`src/hw/add_and_exec_pkg.sv`:
```
// constants and carriers shared by the add/and execute unit
package add_and_exec_pkg;
   // opcode fields of the 16-bit instruction word
   localparam logic [5:0]  OPC6_ADDC    = 6'h08;
   localparam logic [5:0]  OPC6_ANDW    = 6'h05;
   localparam logic [7:0]  OPC8_ANDL    = 8'h0b;
   localparam int          DEST_BIT     = 9;
   localparam int          BANK_BIT     = 8;
   // access bank split and indexed window
   localparam logic [7:0]  ACC_SPLIT    = 8'h60;
   localparam logic [7:0]  IDX_LIMIT    = 8'h5f;
   localparam logic [3:0]  ACC_LO_PAGE  = 4'h0;
   localparam logic [3:0]  ACC_HI_PAGE  = 4'hf;
   // register byte offsets
   localparam logic [7:0]  OFS_CTRL     = 8'h00;
   localparam logic [7:0]  OFS_BANK     = 8'h04;
   localparam logic [7:0]  OFS_WREG     = 8'h08;
   localparam logic [7:0]  OFS_STAT     = 8'h0c;
   localparam logic [7:0]  OFS_IDXB     = 8'h10;
   localparam int          CTRL_EXT_BIT = 0;
   // values after reset
   localparam logic        RST_EXT      = 1'b0;
   localparam logic [3:0]  RST_BANK     = 4'h0;
   localparam logic [7:0]  RST_WREG     = 8'h00;
   localparam logic [11:0] RST_IDXB     = 12'h000;
   // clocks per instruction cycle
   localparam int          PHASE_CYCLES = 4;

   typedef enum {PH_IDLE, PH_DECODE, PH_READ, PH_PROCESS, PH_WRITE} phase_t;
   typedef enum {OP_NONE, OP_ADDC, OP_ANDL, OP_ANDW} op_t;

   typedef struct packed {
      logic n;
      logic ov;
      logic z;
      logic dc;
      logic c;
   } flags_t;

   typedef struct packed {
      logic [11:0] addr;
      logic        rd;
      logic        we;
      logic [7:0]  wdata;
   } mem_req_t;

   localparam flags_t   RST_FLAGS = 5'h00;
   localparam mem_req_t MEM_IDLE  = 22'h000000;
endpackage

```
`src/hw/add_and_exec.sv`:
```
// execute unit for add-with-carry, and-literal and and-register
`timescale 1ns/1ps
`default_nettype none

// Functional notes
// - add-carry sums W, byte, carry; five flags
// - add-carry destination: W or memory byte
// - bank bit picks access bank (page 0 or f) or bank register
// - extended set, low f: indexed offset address
// - and-literal into W, only N and Z
// - and-register ANDs W with byte, N Z
// - and-register destination: W or memory byte
module add_and_exec
   import add_and_exec_pkg::*;
(
   // clock, reset, enable
   input  wire logic        clk,
   input  wire logic        rst_n,
   input  wire logic        ce,
   // instruction fetch
   input  wire logic        instrValid,
   input  wire logic [15:0] instrWord,
   output var  logic        instrReady,
   // data memory
   output var  mem_req_t    memReq,
   input  wire logic [7:0]  memRdData,
   // wishbone slave
   input  wire logic        wb_cyc_i,
   input  wire logic        wb_stb_i,
   input  wire logic        wb_we_i,
   input  wire logic [7:0]  wb_adr_i,
   input  wire logic [3:0]  wb_sel_i,
   input  wire logic [31:0] wb_dat_i,
   output var  logic        wb_ack_o,
   output var  logic [31:0] wb_dat_o
);

   phase_t      phase_r;
   phase_t      phase_nxt;
   op_t         op_r;
   logic [15:0] instr_r;
   logic [7:0]  wReg_r;
   logic [7:0]  res_r;
   flags_t      flags_r;
   flags_t      flagsPend_r;
   flags_t      flagsNxt;
   logic [3:0]  bank_r;
   logic [11:0] idxBase_r;
   logic        extEn_r;
   mem_req_t    memReq_r;
   logic        rdy_r;
   logic        ack_r;
   logic [31:0] rdData_r;
   function automatic op_t decodeOp(input logic [15:0] w);
      if (w[15:10] == OPC6_ADDC)
         return OP_ADDC;
      if (w[15:8] == OPC8_ANDL)
         return OP_ANDL;
      if (w[15:10] == OPC6_ANDW)
         return OP_ANDW;
      return OP_NONE;
   endfunction
   function automatic logic usesMem(input op_t op);
      return (op == OP_ADDC) || (op == OP_ANDW);
   endfunction
   function automatic logic [11:0] effAddr(input logic [15:0] w,
                                           input logic        ext,
                                           input logic [3:0]  bank,
                                           input logic [11:0] idx);
      logic [7:0] f;
      f = w[7:0];
      if (w[BANK_BIT])
         effAddr = {bank, f};
      else if (ext && f <= IDX_LIMIT)
         effAddr = idx + {4'h0, f};
      else if (f < ACC_SPLIT)
         effAddr = {ACC_LO_PAGE, f};
      else
         effAddr = {ACC_HI_PAGE, f};
   endfunction

   // datapath
   logic        take;
   logic        destMem;
   logic        commit;
   logic        wrW;
   logic [7:0]  opnd;
   logic [8:0]  sumAll;
   logic [4:0]  sumLo;
   logic [7:0]  andRes;
   logic [7:0]  resNxt;
   assign take    = ce & instrValid & rdy_r;
   assign destMem = instr_r[DEST_BIT];
   assign commit  = ce & (phase_r == PH_WRITE) & (op_r != OP_NONE);
   assign opnd    = (op_r == OP_ANDL) ? instr_r[7:0] : memRdData;
   assign sumAll  = {1'b0, wReg_r} + {1'b0, opnd}
                  + {8'h00, flags_r.c};
   assign sumLo   = {1'b0, wReg_r[3:0]} + {1'b0, opnd[3:0]}
                  + {4'h0, flags_r.c};
   assign andRes  = wReg_r & opnd;
   assign resNxt  = (op_r == OP_ADDC) ? sumAll[7:0] : andRes;
   assign wrW     = commit & ((op_r == OP_ANDL) | ~destMem);

   always_comb
   begin
      flagsNxt   = flags_r;
      flagsNxt.n = resNxt[7];
      flagsNxt.z = (resNxt == 8'h00);
      if (op_r == OP_ADDC)
      begin
         flagsNxt.c  = sumAll[8];
         flagsNxt.dc = sumLo[4];
         flagsNxt.ov = (wReg_r[7] == opnd[7]) && (sumAll[7] != wReg_r[7]);
      end
   end

   // phase sequence: decode, read, process, write
   always_comb
   begin
      case (phase_r)
         PH_IDLE:    phase_nxt = take ? PH_DECODE : PH_IDLE;
         PH_DECODE:  phase_nxt = PH_READ;
         PH_READ:    phase_nxt = PH_PROCESS;
         PH_PROCESS: phase_nxt = PH_WRITE;
         PH_WRITE:   phase_nxt = PH_IDLE;
         default:    phase_nxt = PH_IDLE;
      endcase
   end

   // wishbone decode
   logic        wbReq;
   logic        wbWr;
   logic        hitCtrl;
   logic        hitBank;
   logic        hitWreg;
   logic        hitStat;
   logic        hitIdxb;
   logic [31:0] rdMux;
   assign wbReq   = wb_cyc_i & wb_stb_i;
   assign wbWr    = ce & wbReq & wb_we_i & ack_r & wb_sel_i[0];
   assign hitCtrl = (wb_adr_i == OFS_CTRL);
   assign hitBank = (wb_adr_i == OFS_BANK);
   assign hitWreg = (wb_adr_i == OFS_WREG);
   assign hitStat = (wb_adr_i == OFS_STAT);
   assign hitIdxb = (wb_adr_i == OFS_IDXB);
   assign rdMux   = hitCtrl ? {31'h00000000, extEn_r} :
                    hitBank ? {28'h0000000, bank_r} :
                    hitWreg ? {24'h000000, wReg_r} :
                    hitStat ? {27'h0000000, flags_r} :
                    hitIdxb ? {20'h00000, idxBase_r} : 32'h00000000;

   always_ff @(posedge clk)
   begin
      if (!rst_n)
      begin
         ack_r    <= 1'b0;
         rdData_r <= 32'h00000000;
      end
      else if (ce)
      begin
         ack_r <= wbReq & ~ack_r;
         if (wbReq & ~ack_r)
            rdData_r <= rdMux;
      end
   end

   // sequencing and instruction capture
   always_ff @(posedge clk)
   begin
      if (!rst_n)
      begin
         phase_r <= PH_IDLE;
         rdy_r   <= 1'b1;
         op_r    <= OP_NONE;
         instr_r <= 16'h0000;
      end
      else if (ce)
      begin
         phase_r <= phase_nxt;
         rdy_r   <= (phase_nxt == PH_IDLE);
         if (take)
         begin
            op_r    <= decodeOp(instrWord);
            instr_r <= instrWord;
         end
      end
   end

   // memory request: read in read phase, write in write phase
   always_ff @(posedge clk)
   begin
      if (!rst_n)
         memReq_r <= MEM_IDLE;
      else if (ce)
      begin
         case (phase_r)
            PH_DECODE:
               if (usesMem(op_r))
               begin
                  memReq_r.addr <= effAddr(instr_r, extEn_r, bank_r,
                                           idxBase_r);
                  memReq_r.rd   <= 1'b1;
               end
            PH_READ:
               memReq_r.rd <= 1'b0;
            PH_PROCESS:
               if (usesMem(op_r) && destMem)
               begin
                  memReq_r.we    <= 1'b1;
                  memReq_r.wdata <= resNxt;
               end
            PH_WRITE:
               memReq_r <= MEM_IDLE;
            default: ;
         endcase
      end
   end

   // result and pending flags, captured in process phase
   always_ff @(posedge clk)
   begin
      if (!rst_n)
      begin
         res_r       <= RST_WREG;
         flagsPend_r <= RST_FLAGS;
      end
      else if (ce && phase_r == PH_PROCESS)
      begin
         res_r       <= resNxt;
         flagsPend_r <= flagsNxt;
      end
   end

   // architectural state; instruction commit wins over a bus write
   always_ff @(posedge clk)
   begin
      if (!rst_n)
      begin
         wReg_r    <= RST_WREG;
         flags_r   <= RST_FLAGS;
         bank_r    <= RST_BANK;
         idxBase_r <= RST_IDXB;
         extEn_r   <= RST_EXT;
      end
      else if (ce)
      begin
         if (wrW)
            wReg_r <= res_r;
         else if (wbWr && hitWreg)
            wReg_r <= wb_dat_i[7:0];
         if (commit)
            flags_r <= flagsPend_r;
         else if (wbWr && hitStat)
            flags_r <= flags_t'(wb_dat_i[4:0]);
         if (wbWr && hitBank)
            bank_r <= wb_dat_i[3:0];
         if (wbWr && hitIdxb)
            idxBase_r <= {wb_sel_i[1] ? wb_dat_i[11:8] : idxBase_r[11:8],
                          wb_dat_i[7:0]};
         if (wbWr && hitCtrl)
            extEn_r <= wb_dat_i[CTRL_EXT_BIT];
      end
   end

   assign instrReady = rdy_r;
   assign memReq     = memReq_r;
   assign wb_ack_o   = ack_r;
   assign wb_dat_o   = rdData_r;
   // checks
   logic [2:0] execCnt;
   always_ff @(posedge clk)
   begin
      if (!rst_n || phase_r == PH_IDLE)
         execCnt <= 3'h0;
      else if (ce)
         execCnt <= execCnt + 3'h1;
   end
endmodule

`default_nettype wire

```
`config.mk`:
```
export PLATFORM = sky130hd
export DESIGN_NAME = add_and_exec
export DESIGN_NICKNAME = d
export VERILOG_FILES = /design/src/hw/add_and_exec_pkg.sv /design/src/hw/add_and_exec.sv
export SDC_FILE = /design/constraint.sdc
export NUM_CORES = 1
export LEC_CHECK = 0
export BUFFER_PORTS_ARGS = -buffer_cell sky130_fd_sc_hd__buf_2
export CAP_MARGIN = 25
export CORE_ASPECT_RATIO = 0.9
export CORE_MARGIN = 10
export CORE_UTILIZATION = 45
export CTS_BUF_LIST = sky130_fd_sc_hd__clkbuf_4
export DETAILED_ROUTE_END_ITERATION = 10
export PLACE_DENSITY = 0.72
export SLEW_MARGIN = 10
export SYNTH_ARGS = -nofsm -noshare
export SYNTH_HDL_FRONTEND = slang
export SYNTH_SLANG_ARGS = --single-unit
export TNS_END_PERCENT = 1
```
`constraint.sdc`:
```
create_clock -name clk -period 4.15 [get_ports clk]
set_input_delay 0 -clock clk [delete_from_list [all_inputs] [get_ports clk]]
set_output_delay 0 -clock clk [all_outputs]
set_load 0.02 [all_outputs]
```
==> results.toml <==
[worst_hold_path]
min_delay_path_depth = 4
hold_class = "input port to flip-flop"
hold_start = "wb_sel_i[1]"
hold_path_end = "idxBase_r[11]"

[placed_design]
dp_worst_setup_slack_ns = 0.625
place_congestion = 0.906
place.port_buffers = 88
place.detailed.hpwl_mm = 11.6

[worst_setup_path]
timing.critical_path.cells = "nand2b_1 > mux2_2 > fa_1 > fa_1 > a211oi_1 > o21ai_0 > o211a_1 > o31ai_1 > buf_4 > nor3_1 > a31o_2"
reg2reg_from = "op_r[0]"
critPathCaptureType = "flip-flop"
crit_path_frequent_cell = "sky130_fd_sc_hd__fa_1"
worst_path_dominant_cell_family = "compound AO/OA/AOI/OAI gates"
crit-reg2reg-capture = "flagsPend_r[2]"
critical-path-slowest-cell = "sky130_fd_sc_hd__dfxtp_1"
worst_ep_required_time_ns = 4.54
r2r.worst_path.cells = 11
path_max_fanout = 10
startpoint_type = "flip-flop"
cp.buffers_inverters = 1
arrival_ns = 3.96
setup.worst_path.class = "flip-flop to flip-flop"
worst_path_largest_cell_delay_ns = 0.53
r2r_setup_slack_ns = 0.58

[synthesis]
number_of_flops_mapped_to_enable_cells_by_yosys = 0
seq_total_area_yosys = 0.363
synth_compound_area_frac = 0.224
synth_top_area_share = 0.363
synth_mux_area_frac = 0.0683
synth-async-reset-ratio = 0
synth.most_common_cell = "sky130_fd_sc_hd__dfxtp_1"
synth.avg_cell_area_sq_um = 8.23
synth_adder_area_share = 0.0507
synthTopCellsByCount = "sky130_fd_sc_hd__dfxtp_1, sky130_fd_sc_hd__nor2_1, sky130_fd_sc_hd__nand2_1"
post_synth_and_or_nand_nor_area_fraction = 0.204
yosys_register_bits = 93
area_contributors_post_synth = "sky130_fd_sc_hd__dfxtp_1, sky130_fd_sc_hd__a21oi_1, sky130_fd_sc_hd__nor2_1"
ys_dominant_reg_cell = "sky130_fd_sc_hd__dfxtp_1"
synth.yosys.warnings = 0
combinational_family_with_the_most_area_after_synthesis = "compound AO/OA/AOI/OAI gates"
synth-xor-area-share = 0.0222
post_synth_instance_area_sq_um = 5130
yosys.cell_types.count = 64
postSynthCellCount = 624
synthDominantAreaCellType = "sky130_fd_sc_hd__dfxtp_1"

[grt]
grt_max_degree = 47
grt_antenna_before_repair = 0
overflow = 0
gr-usage-all-layers = 0.191
first_global_vias = 4800
grt_first_pass_wirelength_mm = 25.0

[outcome]
status = "complete, no violations"

[timing]
fmax_mhz = 280
worst-slew-pin-transition_ns = 1.11
report.final.hold_viol_count = 0
finalSetupTns_ns = 0
rsz0062_at_grt = "false"
worst_slack_ns = 0.579
slew_headroom = 0.261
final_min_period_over_clock_period = 0.861
fin_crit_ns = 3.57
final_max_slew_viol_count = 0
setup_viol = 0
finClkSkew_ns = 0.0157

[routing]
drt_drc_violations_left = 0
drt_iter0_markers = 430
detailed_route_wire_length_mm = 15.7
vias_per_cell = 5.49
antenna_left = 0
first_pass_iters = 5
route.detailed.wl_per_inst_um = 17.5
detailroute.via_count = 4903

[layout]
n_fill_cell = 1073
insertedDiodeCount = 0
final-seq-area_sq_um = 1860
final_layout_size_suffix_gt1_frac = 0.189
multiInputGateArea_sq_um = 2990
design.final.nets = 830
fin_util = 0.558
area_delta_synth_final_pct = 19.4

[clock_network]
cts_tree = "done"
ctsRootBufferMaster = "sky130_fd_sc_hd__clkbuf_4"
clk_pin_slew_worst_setup_hold_paths_ns = 0.15
clkSinkCount = 93
clock_latency_ns = 0.47
cts.htree.levels = 3
cts_buffers = 9
cts-root-to-sink-buffers = 2
postCtsSetupBuffers = 0

[die]
num_rows = 36
die_footprint_sq_um = 16100
io_pins = 131
die_height_um = 121
start_util = 0.467
die_width_um = 133
fp.coreArea_sq_um = 11000

[flow_run]
maxCapViolations = 0

[pwr]
leakage_nw = 2.46
pwr_density_cell_nw_per_um2 = 270
irDropWorstVdd_v = 0.000119
power_mw = 1.66
## how the worst max path moves through the flow
stage             from              to  cells after the start
2_1_floorplan  op_r[0]  flagsPend_r[2]                     12
3_3_place_gp   op_r[0]  flagsPend_r[2]                     11
3_5_place_dp   op_r[0]  flagsPend_r[2]                     11
4_1_cts        op_r[0]  flagsPend_r[2]                     11
5_1_grt        op_r[0]  flagsPend_r[2]                     11
6_report       op_r[0]  flagsPend_r[2]                     11
## final cells by class
cell class	count	share of cell area
clock buffers	11	0.0135
clock inverters	5	0.0122
inverters	10	0.00612
multi-input cells	488	0.488
flip-flops and latches	93	0.304
well taps	152	0.0310
repair buffers	134	0.145
## timing repair
| action | in CTS | in global routing |
|---|---|---|
| hold endpoints to repair | 56 | 0 |
| gates resized for setup | 0 | 0 |
| hold buffers | 41 | 0 |
## power breakdown
group | switching [mW] | total, mW | leakage (nW) | internal [mW]
logic | 0.107 | 0.177 | 1.63 | 0.0710
registers | 0.0139 | 0.917 | 0.751 | 0.903
clock network | 0.309 | 0.563 | 0.0822 | 0.254
## cells by family after synthesis
logic type,after synthesis
and+or+nand+nor,226
AOI/OAI and AO/OA,176
DFF,93
buffers and inverters,62
muxes,34
adders and majority gates,19
xor gates and xnor gates,13
other,1
## registers in the layout, indices dropped and copies added (netlist names)
register and flops:
bank_r 4, extEn_r 1, flagsPend_r 4, flags_r 5
idxBase_r 12, instrReady 1, instr_r 10, memReq 22
op_r 2, phase_r 3, res_r 8, wReg_r 8
wb_ack_o 1, wb_dat_o 12
## per-stage QoR
step           hold slack (ns)  std cells  instance area, sq um
2_1_floorplan            0.136        643                  5200
3_3_place_gp             0.232        834                  5550
3_5_place_dp             0.244        835                  5550
4_1_cts                 0.0282        892                  6120
5_1_grt                 0.0657        893                  6130
6_report                0.0419        893                  6130
## per-layer routing
| layer | part of all wire | up-vias | GRT usage |
|---|---|---|---|
| li1 | - | 2403 | - |
| met1 | 0.45 | 2319 | 0.237 |
| met2 | 0.47 | 160 | 0.311 |
| met3 | 0.065 | 21 | 0.0621 |
| met4 | 0.018 | 0 | 0.0556 |
| met5 | 0 | - | 0 |
## cells in the final DEF (no fill, tap or decap), types with 3 or more instances in the layout
master and count:
sky130_fd_sc_hd__o21a_1 5, sky130_fd_sc_hd__nor2_1 76, sky130_fd_sc_hd__clkbuf_4 11, sky130_fd_sc_hd__o21bai_1 3, sky130_fd_sc_hd__nand3_1 29, sky130_fd_sc_hd__dfxtp_1 93, sky130_fd_sc_hd__o211ai_1 3, sky130_fd_sc_hd__a31oi_1 9
sky130_fd_sc_hd__xor2_1 4, sky130_fd_sc_hd__nand2_1 70, sky130_fd_sc_hd__xnor2_1 9, sky130_fd_sc_hd__mux2_2 8, sky130_fd_sc_hd__inv_1 9, sky130_fd_sc_hd__conb_1 20, sky130_fd_sc_hd__nand2b_1 6, sky130_fd_sc_hd__nor2b_1 3
sky130_fd_sc_hd__a211oi_2 9, sky130_fd_sc_hd__a22oi_1 3, sky130_fd_sc_hd__o2111ai_1 3, sky130_fd_sc_hd__buf_2 88, sky130_fd_sc_hd__mux2i_1 26, sky130_fd_sc_hd__nand4_1 3, sky130_fd_sc_hd__a21o_1 5, sky130_fd_sc_hd__a21oi_1 60
sky130_fd_sc_hd__a221oi_1 4, sky130_fd_sc_hd__buf_4 5, sky130_fd_sc_hd__fa_1 3, sky130_fd_sc_hd__o21ai_0 36, sky130_fd_sc_hd__a211oi_1 16, sky130_fd_sc_hd__nor3_1 12, sky130_fd_sc_hd__o31ai_1 5, sky130_fd_sc_hd__and3_1 5
sky130_fd_sc_hd__ha_1 16, sky130_fd_sc_hd__dlygate4sd3_1 41
## worst min-delay path: cells and delay by family
| kind | cells | cell delay (ns) |
|---|---|---|
| buffers and inverters | 1 | 0.10 |
| muxes | 1 | 0.12 |
| and+or+nand+nor | 2 | 0.27 |
Power figures use the tool's default switching activity.
